### src/hw/lpc_pkg.sv
// constants, register layout and state records for the panel control block
// assumes one 25 MHz clock (clk_sys) and a synchronous active-low reset
package lpc_pkg;
    localparam int CLK_PERIOD_NS = 40;

    // indexed register offsets
    localparam logic [7:0] IDX_OVL = 8'h1D;
    localparam logic [7:0] IDX_SHADE = 8'h1E;
    localparam logic [7:0] IDX_BIAS = 8'h1F;
    localparam logic [7:0] IDX_PWR = 8'h20;
    // reset values and writable masks, reserved bits read as zero
    localparam logic [7:0] RST_REG = 8'h00;
    localparam logic [7:0] OVL_WMASK = 8'h46;
    localparam logic [7:0] SHADE_WMASK = 8'hF7;
    localparam logic [7:0] FULL_WMASK = 8'hFF;

    // field positions
    localparam int OVL_SRC_BIT = 6;
    localparam int OVL_SW_LSB = 1;
    localparam int SH_MAP_LSB = 6;
    localparam int SH_RV_TEXT = 5;
    localparam int SH_RV_GFX = 4;
    localparam int SH_OVR = 2;
    localparam int SH_ENH = 1;
    localparam int SH_DITH = 0;
    localparam int BW_SRC = 7;
    localparam int PM_RES = 7;
    localparam int PM_CRT = 6;
    localparam int PM_LCD = 5;
    localparam int PM_TXT_SHADE = 0;

    // field encodings
    localparam logic [1:0] OVL_MODE_EXT = 2'b01;
    localparam logic [1:0] OVL_MODE_INT = 2'b10;
    localparam logic [1:0] PANEL_TYPE_CENTER = 2'b01;
    localparam logic [1:0] MAP_NTSC = 2'b00;
    localparam logic [1:0] MAP_GREEN = 2'b01;
    localparam logic [1:0] MAP_DIRECT = 2'b10;
    localparam logic [7:0] W_RED = 8'h4D;
    localparam logic [7:0] W_GREEN = 8'h96;
    localparam logic [7:0] W_BLUE = 8'h1D;

    // retrace line clocks
    localparam logic [9:0] EXTRA_BASE = 10'h180;
    localparam logic [3:0] EXTRA_GAP_CYC = 4'h8;

    // debounce tick: 30 us and 1.0 s
    localparam int DEB_FINE_NS = 30_000;
    localparam int DEB_FINE_CYC = DEB_FINE_NS / CLK_PERIOD_NS;
    localparam int DEB_COARSE_NS = 1_000_000_000;
    localparam int DEB_COARSE_CYC = DEB_COARSE_NS / CLK_PERIOD_NS;
    localparam int DEB_W = 25;

    // frames between panel power steps
    localparam int STEP_FRAMES = 2;
    localparam int STEP_W = 8;

    typedef enum logic [2:0] {
        PS_OFF = 3'b000,
        PS_VCC = 3'b001,
        PS_DRV = 3'b011,
        PS_BIAS = 3'b010,
        PS_ON = 3'b110
    } lpc_pwr_e;

    typedef struct packed {
        logic [7:0] ovl;
        logic [7:0] shade;
        logic [7:0] bias;
        logic [7:0] pwr;
    } lpc_regs_s;

    typedef struct packed {
        logic [17:0] lut_rgb;
        logic [7:0] pix;
        logic [3:0] fg;
        logic [3:0] bg;
        logic text_mode;
        logic packed_pix;
    } lpc_pix_s;

    typedef struct packed {
        lpc_pwr_e st;
        logic [STEP_W-1:0] frames;
        logic vcc;
        logic drive;
        logic bias;
        logic light;
    } lpc_seq_s;

    typedef struct packed {
        lpc_regs_s regs;
        logic ovl_s1;
        logic ovl_s2;
        logic overlay_timing;
        logic bg_live;
        logic win_live;
        logic conv_en;
        logic [7:0] rdata;
        logic [5:0] gray;
        logic [3:0] fg_out;
        logic [3:0] bg_out;
        logic dither_en;
        logic use_shadow;
        logic ac_bias;
        logic [6:0] mod_cnt;
        logic [9:0] line_cnt;
        logic [3:0] gap_cnt;
        logic line_clk;
        logic extra;
        logic [DEB_W-1:0] deb_cnt;
        logic deb_tick;
        logic crt_en;
    } lpc_state_s;
endpackage

### src/hw/lpc_power_seq.sv
// ordered panel power sequencer, one step per few frames
// assumes frame_tick is a one-cycle pulse on clk_sys
module lpc_power_seq
    import lpc_pkg::*;
#(
    parameter int STEPS = STEP_FRAMES
) (
    input wire logic clk_sys,
    input wire logic rst_b,
    input wire logic want_on,
    input wire logic frame_tick,
    output lpc_seq_s seq
);
    initial begin
        if (STEPS < 1 || STEPS > 255) $error("lpc_power_seq: STEPS out of range");
    end

    lpc_seq_s q;
    lpc_seq_s d;
    logic step_due;

    assign seq = q;
    assign step_due = frame_tick && (32'(q.frames) + 1 >= STEPS);

    always_comb begin
        d = q;
        if (frame_tick) begin
            d.frames = q.frames + 8'h01;
        end
        unique case (q.st)
            PS_OFF: begin
                d.frames = '0;
                if (want_on) begin
                    d.st = PS_VCC;
                end
            end
            PS_VCC: begin
                if (!want_on && step_due) begin
                    d.st = PS_OFF;
                end else if (want_on && step_due) begin
                    d.st = PS_DRV;
                end
            end
            PS_DRV: begin
                if (step_due) begin
                    d.st = want_on ? PS_BIAS : PS_VCC;
                end
            end
            PS_BIAS: begin
                if (!want_on) begin
                    d.st = PS_DRV;
                end else if (step_due) begin
                    d.st = PS_ON;
                end
            end
            PS_ON: begin
                if (!want_on) begin
                    d.st = PS_DRV;
                end
            end
            default: d.st = PS_OFF;
        endcase
        if (d.st != q.st) begin
            d.frames = '0;
        end
        d.vcc = d.st != PS_OFF;
        d.drive = d.st == PS_DRV || d.st == PS_BIAS || d.st == PS_ON;
        d.bias = d.st == PS_BIAS || d.st == PS_ON;
        d.light = d.st == PS_ON;
    end

    always_ff @(posedge clk_sys) begin
        if (!rst_b) begin
            q <= '{st: PS_OFF, frames: '0, default: 1'b0};
        end else begin
            q <= d;
        end
    end
endmodule

### src/hw/lpc_panel_control.sv
// flat panel display control: overlay source, shading, contrast, bias wave,
// retrace line clocks, debounce tick and panel power sequence
// assumes an index/data register port and timing strobes on clk_sys
module lpc_panel_control
    import lpc_pkg::*;
#(
    parameter int DEB_COARSE = DEB_COARSE_CYC,
    parameter int DEB_FINE = DEB_FINE_CYC,
    parameter int PWR_STEPS = STEP_FRAMES
) (
    input wire logic clk_sys,
    input wire logic rst_b,
    input wire logic reg_wr,
    input wire logic reg_rd,
    input wire logic [7:0] reg_index,
    input wire logic [7:0] reg_wdata,
    output logic [7:0] reg_rdata,
    input wire logic [1:0] overlay_mode,
    input wire logic ext_overlay_enable_in_b,
    input wire logic overlay_window_out,
    input wire logic [1:0] panel_type_select,
    input wire logic horiz_centering_on,
    input wire logic text_enhance_aux,
    input wire lpc_pix_s pix_in,
    input wire logic line_tick,
    input wire logic frame_tick,
    input wire logic vblank,
    input wire logic low_power_active,
    input wire logic panel_mode_sel,
    output logic overlay_timing,
    output logic bg_live_video,
    output logic win_live_video,
    output logic ext_conv_en,
    output logic [5:0] gray_level,
    output logic [3:0] text_fg_out,
    output logic [3:0] text_bg_out,
    output logic dither_en,
    output logic use_shadow_horiz,
    output logic panel_ac_bias,
    output logic panel_line_clock,
    output logic debounce_tick,
    output logic monitor_out_en,
    output logic panel_logic_supply_en,
    output logic panel_drive_en,
    output logic panel_bias_supply_en,
    output logic backlight_enable
);
    initial begin
        if (DEB_COARSE < 1 || DEB_COARSE >= (1 << DEB_W)) $error("DEB_COARSE out of range");
        if (DEB_FINE < 1 || DEB_FINE >= DEB_COARSE) $error("DEB_FINE out of range");
    end

    function automatic logic [5:0] ntsc_gray(input logic [17:0] rgb);
        logic [15:0] sum;
        sum = 16'(rgb[17:12] * W_RED) + 16'(rgb[11:6] * W_GREEN) + 16'(rgb[5:0] * W_BLUE);
        return sum[13:8];
    endfunction

    function automatic logic [7:0] reg_write(input logic [7:0] old, input logic [7:0] mask,
                                             input logic [7:0] val);
        return (old & ~mask) | (val & mask);
    endfunction

    lpc_state_s q;
    lpc_state_s d;
    lpc_seq_s seq;
    logic [1:0] sw;
    logic [1:0] map;
    logic [1:0] enh;
    logic [5:0] gray_raw;
    logic [9:0] extra_total;
    logic [DEB_W-1:0] deb_limit;

    // leaving standby/suspend or entering a panel mode reasserts want_on
    lpc_power_seq #(
        .STEPS(PWR_STEPS)
    ) u_seq (
        .clk_sys(clk_sys),
        .rst_b(rst_b),
        .want_on(q.regs.pwr[PM_LCD] && !low_power_active && panel_mode_sel),
        .frame_tick(frame_tick),
        .seq(seq)
    );

    assign sw = q.regs.ovl[OVL_SW_LSB+:2];
    assign enh = {q.regs.shade[SH_ENH], text_enhance_aux};
    // text shading follows the graphics map only when the control bit asks
    assign map = (pix_in.text_mode && !q.regs.pwr[PM_TXT_SHADE]) ? MAP_DIRECT
                                                                   : q.regs.shade[SH_MAP_LSB+:2];
    assign extra_total = EXTRA_BASE + {3'b000, q.regs.bias[6:0]};
    assign deb_limit = q.regs.pwr[PM_RES] ? DEB_W'(DEB_COARSE - 1) : DEB_W'(DEB_FINE - 1);

    always_comb begin
        unique case (map)
            MAP_NTSC: gray_raw = ntsc_gray(pix_in.lut_rgb);
            MAP_GREEN: gray_raw = pix_in.lut_rgb[11:6];
            MAP_DIRECT: gray_raw = pix_in.packed_pix ? pix_in.pix[5:0]
                                                     : {pix_in.pix[3:0], pix_in.pix[3:2]};
            default: gray_raw = 6'h00;
        endcase
    end

    always_comb begin
        d = q;
        d.extra = 1'b0;
        d.deb_tick = 1'b0;
        // register port
        if (reg_wr) begin
            unique case (reg_index)
                IDX_OVL: d.regs.ovl = reg_write(q.regs.ovl, OVL_WMASK, reg_wdata);
                IDX_SHADE: d.regs.shade = reg_write(q.regs.shade, SHADE_WMASK, reg_wdata);
                IDX_BIAS: d.regs.bias = reg_wdata;
                IDX_PWR: d.regs.pwr = reg_wdata;
                default: d.regs = q.regs;
            endcase
        end
        if (reg_rd) begin
            unique case (reg_index)
                IDX_OVL: d.rdata = q.regs.ovl;
                IDX_SHADE: d.rdata = q.regs.shade;
                IDX_BIAS: d.rdata = q.regs.bias;
                IDX_PWR: d.rdata = q.regs.pwr;
                default: d.rdata = 8'h00;
            endcase
        end
        // overlay source; the pin is active low
        d.ovl_s1 = ext_overlay_enable_in_b;
        d.ovl_s2 = q.ovl_s1;
        if (!q.regs.ovl[OVL_SRC_BIT] && overlay_mode == OVL_MODE_EXT) begin
            d.overlay_timing = !q.ovl_s2;
        end else if (q.regs.ovl[OVL_SRC_BIT] && overlay_mode == OVL_MODE_INT) begin
            d.overlay_timing = overlay_window_out;
        end else begin
            d.overlay_timing = 1'b0;
        end
        d.conv_en = !sw[1];
        d.bg_live = sw == 2'b01;
        d.win_live = sw == 2'b00;
        // shading and reverse video
        if (pix_in.text_mode ? q.regs.shade[SH_RV_TEXT] : q.regs.shade[SH_RV_GFX]) begin
            d.gray = ~gray_raw;
        end else begin
            d.gray = gray_raw;
        end
        // contrast enhancement; foreground 1 taken as full intensity
        d.bg_out = pix_in.bg;
        d.fg_out = pix_in.fg;
        unique case (enh)
            2'b01: d.fg_out = (pix_in.bg > pix_in.fg) ? 4'h0 : 4'hF;
            2'b10: begin
                if (pix_in.bg > pix_in.fg) begin
                    d.fg_out = 4'h0;
                end else begin
                    d.bg_out = 4'h0;
                end
            end
            default: d.fg_out = pix_in.fg;
        endcase
        // packed graphics modes keep dithering regardless of the bit; text modes never dither
        d.dither_en = !pix_in.text_mode && (q.regs.shade[SH_DITH] || pix_in.packed_pix);
        d.use_shadow = q.regs.shade[SH_OVR] || (q.regs.pwr[PM_LCD] &&
                       panel_type_select == PANEL_TYPE_CENTER && horiz_centering_on);
        // bias square wave
        if (q.regs.bias[BW_SRC]) begin
            d.mod_cnt = '0;
            d.ac_bias = 1'b0;
        end else if (line_tick) begin
            if (q.mod_cnt >= q.regs.bias[6:0]) begin
                d.mod_cnt = '0;
                d.ac_bias = !q.ac_bias;
            end else begin
                d.mod_cnt = q.mod_cnt + 7'h01;
            end
        end
        // retrace line clocks fill up the per-frame total
        d.gap_cnt = '0;
        if (frame_tick) begin
            d.line_cnt = '0;
        end else if (line_tick) begin
            d.line_cnt = q.line_cnt + 10'h001;
        end else if (q.regs.bias[BW_SRC] && vblank && q.line_cnt < extra_total) begin
            d.gap_cnt = q.gap_cnt + 4'h1;
            if (q.gap_cnt == EXTRA_GAP_CYC - 4'h1) begin
                d.gap_cnt = '0;
                d.extra = 1'b1;
                d.line_cnt = q.line_cnt + 10'h001;
            end
        end
        d.line_clk = line_tick || d.extra;
        // debounce tick
        if (q.deb_cnt >= deb_limit) begin
            d.deb_cnt = '0;
            d.deb_tick = 1'b1;
        end else begin
            d.deb_cnt = q.deb_cnt + DEB_W'(1);
        end
        d.crt_en = q.regs.pwr[PM_CRT];
    end

    always_ff @(posedge clk_sys) begin
        if (!rst_b) begin
            q <= '{regs: '{ovl: RST_REG, shade: RST_REG, bias: RST_REG, pwr: RST_REG},
                   ovl_s1: 1'b1, ovl_s2: 1'b1, default: '0};
        end else begin
            q <= d;
        end
    end

    assign reg_rdata = q.rdata;
    assign overlay_timing = q.overlay_timing;
    assign bg_live_video = q.bg_live;
    assign win_live_video = q.win_live;
    assign ext_conv_en = q.conv_en;
    assign gray_level = q.gray;
    assign text_fg_out = q.fg_out;
    assign text_bg_out = q.bg_out;
    assign dither_en = q.dither_en;
    assign use_shadow_horiz = q.use_shadow;
    assign panel_ac_bias = q.ac_bias;
    assign panel_line_clock = q.line_clk;
    assign debounce_tick = q.deb_tick;
    assign monitor_out_en = q.crt_en;
    assign panel_logic_supply_en = seq.vcc;
    assign panel_drive_en = seq.drive;
    assign panel_bias_supply_en = seq.bias;
    assign backlight_enable = seq.light;
endmodule

### config.mk
export PLATFORM = sky130hd
export DESIGN_NAME = lpc_panel_control
export DESIGN_NICKNAME = d
export VERILOG_FILES = /design/src/hw/lpc_pkg.sv /design/src/hw/lpc_power_seq.sv /design/src/hw/lpc_panel_control.sv
export SDC_FILE = /design/constraint.sdc
export NUM_CORES = 1
export LEC_CHECK = 0
export ABC_AREA = 1
export BUFFER_PORTS_ARGS = -buffer_cell sky130_fd_sc_hd__buf_2
export CAP_MARGIN = 20
export CORE_MARGIN = 5
export CORE_UTILIZATION = 30
export CTS_CLUSTER_DIAMETER = 100
export DETAILED_ROUTE_END_ITERATION = 16
export RECOVER_POWER = 100
export SYNTH_ARGS = -nofsm -noshare
export SYNTH_HDL_FRONTEND = slang
export SYNTH_HIERARCHICAL = 1
export SYNTH_SLANG_ARGS = --single-unit
### constraint.sdc
create_clock -name clk_sys -period 8.5 [get_ports clk_sys]
set_input_delay 1.7 -clock clk_sys [delete_from_list [all_inputs] [get_ports clk_sys]]
set_output_delay 1.7 -clock clk_sys [all_outputs]
set_load 0.005 [all_outputs]
Yosys cells after proc, flatten, opt, wreduce, memory -nomap -nowiden
Index checks and enable logic that the tools add are counted.
Widths: inputs -> output; s select.

word-level totals
  bits in registers = 127
  latch bits = 0
  memory bits (writable) = 0
  ROM bits = 0
  bits of input ports = 69
  output and inout bits = 36
  word-level logic and storage cells = 149
  memories kept = 0

cells by class
  add/sub/neg operators = 9
  multipliers = 3
  div/mod/pow operators = 0
  magnitude comparators = 5
  equality and inequality tests = 21
  shift operators = 0
  multiplexer cells = 32
  bitwise logic cells = 5
  reduce and logical (&&, ||, !) cells = 44

operators by type and width
  cell                   number
  $ge 32x2->1 const B    1
  $pmux 8 s4             1
  $mux 14                2
  $mul 6x7->13 const B   2
  $add 25x1->25 const B  1
  $ge 25x25->1           1
  $mux 25                1
  $eq 8x5->1 const B     3
  $mux 3                 7
  $pmux 6 s3             1
  $mux 4                 4
  $pmux 3 s5             1
  $add 13x14->14         1
  $add 14x11->14         1
  $logic_and 1x1->1      13
  $eq 3x2->1 const B     4
  $mux 6                 2
  $reduce_and 2->1       6
  $mul 6x5->11 const B   1
  $add 10x1->10 const B  1
  $add 9x7->10 const A   1
  $eq 2x1->1 const B     5
  $lt 10x10->1           1
  $mux 10                1
  other kinds (29)       57

Logic depth before layout (Yosys ltp)
  depth after elaboration = 10
  gate-level depth with buffers = 30
  mapped depth without buffers = 30

Cells and area by module
The synthesis kept the hierarchy.

by module, submodules not included
  module             instances  cells an instance  area an instance (µm²)  sequential area each (µm²)
  lpc_panel_control  1          1129               8328.0                  2122.0
  lpc_power_seq      1          133                862.1                   300.3

Least setup slack after synthesis
Ideal clock, no wire load.

  kind = input -> register
  start point = input pix_in[28] in the netlist's numbering
  end point = register q, in the netlist gray_level[5]
  library setup time = 0.115 ns
  data arrival time = 6.531 ns
  required time = 8.385 ns
  slack = 1.854 ns
  stages on the path = 27
  path buffers = 0
  path through = ha_1 > fa_1 > ha_1 > ha_1 > nand2_1 > nand2_1 > a31o_2 > xor2_1 > ha_1 > fa_1 > inv_1 > fa_1 > fa_1 > inv_1 > ha_1 > nand2_1 > inv_1 > nand2_1 > nand2_1 > nand2_1 > nand2_1 > nor2_1 > inv_1 > nand2_1 > nand3_1 > a21oi_1 > nor2_1

between the ends
  longest elaborated chain between the ends = 6

ends and longest elaborated chain
  element               RTL line                  text
  start, declared       lpc_panel_control.sv:24   input wire lpc_pix_s pix_in,
  $mul 6x7->13 *        lpc_panel_control.sv:55   sum = 16'(rgb[17:12] * W_RED) + 16'(rgb[11:6] * W_GREEN) + 16'(rgb[5:0] * W_BLUE);
  $add 13x14->14 *      lpc_panel_control.sv:55
  $add 14x11->14 *      lpc_panel_control.sv:55
  $pmux 6 s3 *          lpc_panel_control.sv:94   unique case (map)
  $not 6->6             lpc_panel_control.sv:141  d.gray = ~gray_raw;
  $mux 6 *              lpc_panel_control.sv:140  if (pix_in.text_mode ? q.regs.shade[SH_RV_TEXT] : q.regs.shade[SH_RV_GFX]) begin
  end signal, assigned  lpc_panel_control.sv:202  q <= '{regs: '{ovl: RST_REG, shade: RST_REG, bias: RST_REG, pwr: RST_REG},
  end, declared         lpc_panel_control.sv:64   lpc_state_s q;

Every way passes the cells marked *; elsewhere a longest branch is shown, timed or not.
A chain may end at the register's enable or synchronous reset.

Worst setup path in the final report
  start point = input pix_in[29] in the netlist's numbering
  end point = register q, in the netlist gray_level[0]

The elaborated chain is that of the path after synthesis.

==> metrics.md <==
| Metric | Value |
|---|---|
| Vias in the first global route | about 7600 |
| RSZ-0062 raised after global routing | no |
| Starting Density | 0.302 |
| Synth top cells by count | nand2_1 (231), inv_1 (222), nor2_1 (143) |
| CP Launch Type | input port |
| Initial antenna violation count | 4 |
| CTS tree | done |
| Worst Skew | about 0.008 ns |
| DR iter-0 viols | just over 400 |
| Number of flops mapped to enable cells by yosys | 0 |
| Top cell type's share of synthesized area | 0.264 |
| Routed WL | 21.8 mm |
| Most area-hungry cell type in the Yosys netlist | dfxtp_1 |
| YS warnings | 6 |
| Slew HR | -0.00190 |
| Critical path data required time | 8.82 ns |
| Max Transition Viols Final | 35 |
| Fin nets | 1558 |
| Largest net degree at the start of global routing | 36 |
| ANT cells | 0 |
| Post-Place Worst Slack | between 1 and 1.5 ns |
| Fill cell count | 3298 |
| Final Hold Viols | 0 |
| Vias per cell | between 4 and 5 |
| Die W | 185 µm |
| Type of destination of the critical path | flop |
| Number of port buffers | 102 |
| Post-Syn Instances | between 1000 and 1500 |
| Total CTS buffers | 17 |
| Post-CTS setup buffer count | 0 |
| Htree depth | 4 |
| Half-perimeter wire length after placement | about 18 mm |
| Via count | a little under 8000 |
| CTS Hold Bufs | 0 |
| CP top delay family | adder cells |
| Most frequent cell on the critical path | nand2_1 |
| Synth Cell Area | slightly above 0.009 mm² |
| Final period utilization | 0.817 |
| Max Cap Violations | 1 |
| Drt drc | 0 |
| Die H | 185 µm |
| Synth top area cells | dfxtp_1 (26%), ha_1 (14%), nand2_1 (9.4%), inv_1 (9.1%), fa_1 (8.7%) |
| Crit Path Max Fanout | 7 |
| Leak Pwr | around 0.0049 µW |
| Failing checks | max-capacitance violations, max-slew violations |
| First-pass GRT wire length | around 36 mm |
| Rows | 64 |
| Gpl congestion | between 0.8 and 0.9 |
| Routed Antenna Nets | 0 |
| Layout area overhead | 14.3% |
| Ys async rst share | 0 |
| GR Util All Layers | 0.129 |
| Most common cell in the netlist | nand2_1 |
| Layout cells sized above 1 | 0.105 |
| Hold WS | slightly above 0.4 ns |
| # setup viols final | 0 |
| Post-synthesis sequential area ratio | 0.264 |
| Fmax | 0.144 GHz |
| Grt ovf | 0 |
| Root buf cell | clkbuf_16 |
| IO Pins | 105 |
| Tmin final | roughly 6.9 ns |
| Synthesized Nets | between 1000 and 1500 |
| Total power | 2530 µW |
| Routed wire length per instance | approximately 12 µm |
| Worst Hold Class | reg -> reg |
| # resized after CTS | 0 |
| Slowest cell on crit path | fa_1 |
| Slew @ Worst Pin | 1.50 ns |
| Status | complete, but fails checks |
| Clock Sinks | 121 |
| Maximum VDD drop | ~0.2 mV |
| Post-synthesis cell type count | 48 |
| Core Region | between 0.03 and 0.04 mm² |
| DIE AREA | 0.0342 mm² |
| Worst-skew pair later-pin latency | ~0.41 ns |
| WP buf/inv | 3 |
| Synth Register Bits | between 100 and 150 |
| Cell Pwr Density | approximately 240 mW/mm² |
| Setup ws final | roughly 1.6 ns |
| Crit path kind | in -> reg |
| Main synth FF type | dfxtp_1 |
| Final TNS setup | 0 ns |
| Syn_area_per_cell | approximately 7.3 µm² |
| CTS Buffer Depth | 2 |
| Reg clk slew, reported paths | roughly 0.050 ns |
| Slowest stage delay, CP | about 0.54 ns |
| Worst Path Arrival | 7.27 ns |
| First drt pass iteration count | 4 |
-- state kept, by name (all words and copies together), names as in the netlist --
name / count
panel_line_clock: 1
win_live_video: 1
panel_ac_bias: 1
reg_rdata: 8
overlay_timing: 1
use_shadow_horiz: 1
u_seq/seq: 15
q: 71
d: 2
bg_live_video: 1
enh: 1
text_bg_out: 4
dither_en: 1
ext_conv_en: 1
debounce_tick: 1
gray_level: 6
text_fg_out: 4
monitor_out_en: 1
-- kinds of logic after synthesis --
group,Yosys count,share of synthesized area
simple gates,515,0.247
compound gates,167,0.0994
buf+inv,274,0.122
flops,121,0.264
xor+xnor,40,0.0381
fa+ha+maj,145,0.230
-- routing by layer --
metal,GRT usage,share of wire,up-vias
met2,0.221,0.47,153
met4,0.0329,0.013,6
li1,-,-,4172
met1,0.168,0.46,3596
met5,0,0.0016,-
met3,0.0224,0.054,26
-- power breakdown --
group / total, µW / switching, µW / internal [µW]
combinational: 1230 / 755 / 475
clock: 706 / 245 / 461
sequential: 598 / 12.0 / 586
-- worst reg2reg max path, cell delays in order (launching register included) --
cell,delay [ns]
dfxtp_1,0.35
inv_1,0.46
ha_1,0.35
nand2_1,0.07
nand2_1,0.05
nand3_1,0.06
a21oi_1,0.07
o21ai_1,0.13
nand2_1,0.09
nand2_1,0.06
inv_1,0.04
nor2_1,0.12
nand2_1,0.53
nor2_1,0.27
-- placed cells by master, fill, tap and decap left out, types with 4 or more instances in the layout --
cell	netlist	layout
clkbuf_16	0	17
buf_2	4	74
nand3_1	62	62
o21ai_1	21	11
fa_1	40	40
xor2_1	28	28
o21ai_0	39	49
dfxtp_1	121	121
clkbuf_1	12	33
o211ai_1	4	4
a211oi_1	4	4
clkbuf_8	0	4
or2_2	4	4
a21oi_1	76	76
nand2_1	231	233
o22ai_1	7	7
nor2_4	5	5
nand2_2	6	5
nand4_1	22	22
nand3b_1	4	4
nor2_1	143	143
xnor2_1	12	12
ha_1	105	105
nor3_1	18	18
inv_1	222	222
inv_2	11	10
-- layout make-up --
type                            count  area [µm²]  share of cell area
Clock inverter                      7        90.1             0.00858
Tap cell                          396         495              0.0472
Clock buffer                       25         495              0.0472
Inverter                          234         878              0.0836
Timing Repair Buffer              103         479              0.0456
Sequential cell                   121        2420               0.231
Multi-Input combinational cell    867        5640               0.537
-- path summary, 6_finish.rpt --
path              start             to  slack, ns  cells past startpoint
max          pix_in[29]  gray_level[0]       1.55                     25
min               d[79]          q[79]       0.41                      1
min reg2reg       d[79]          q[79]       0.41                      1
max reg2reg       q[88]          q[11]       5.77                     13
-- metrics by stage --
stage                     std cells  cell area, µm²   util
after floorplan                1262            9190      -
after global placement         1720            9960  0.327
after detailed placement       1720            9960  0.327
after CTS                      1752           10500  0.346
after global routing           1753           10500  0.345
final                          1753           10500  0.345
No activity file was read; power rests on OpenSTA's default activity.
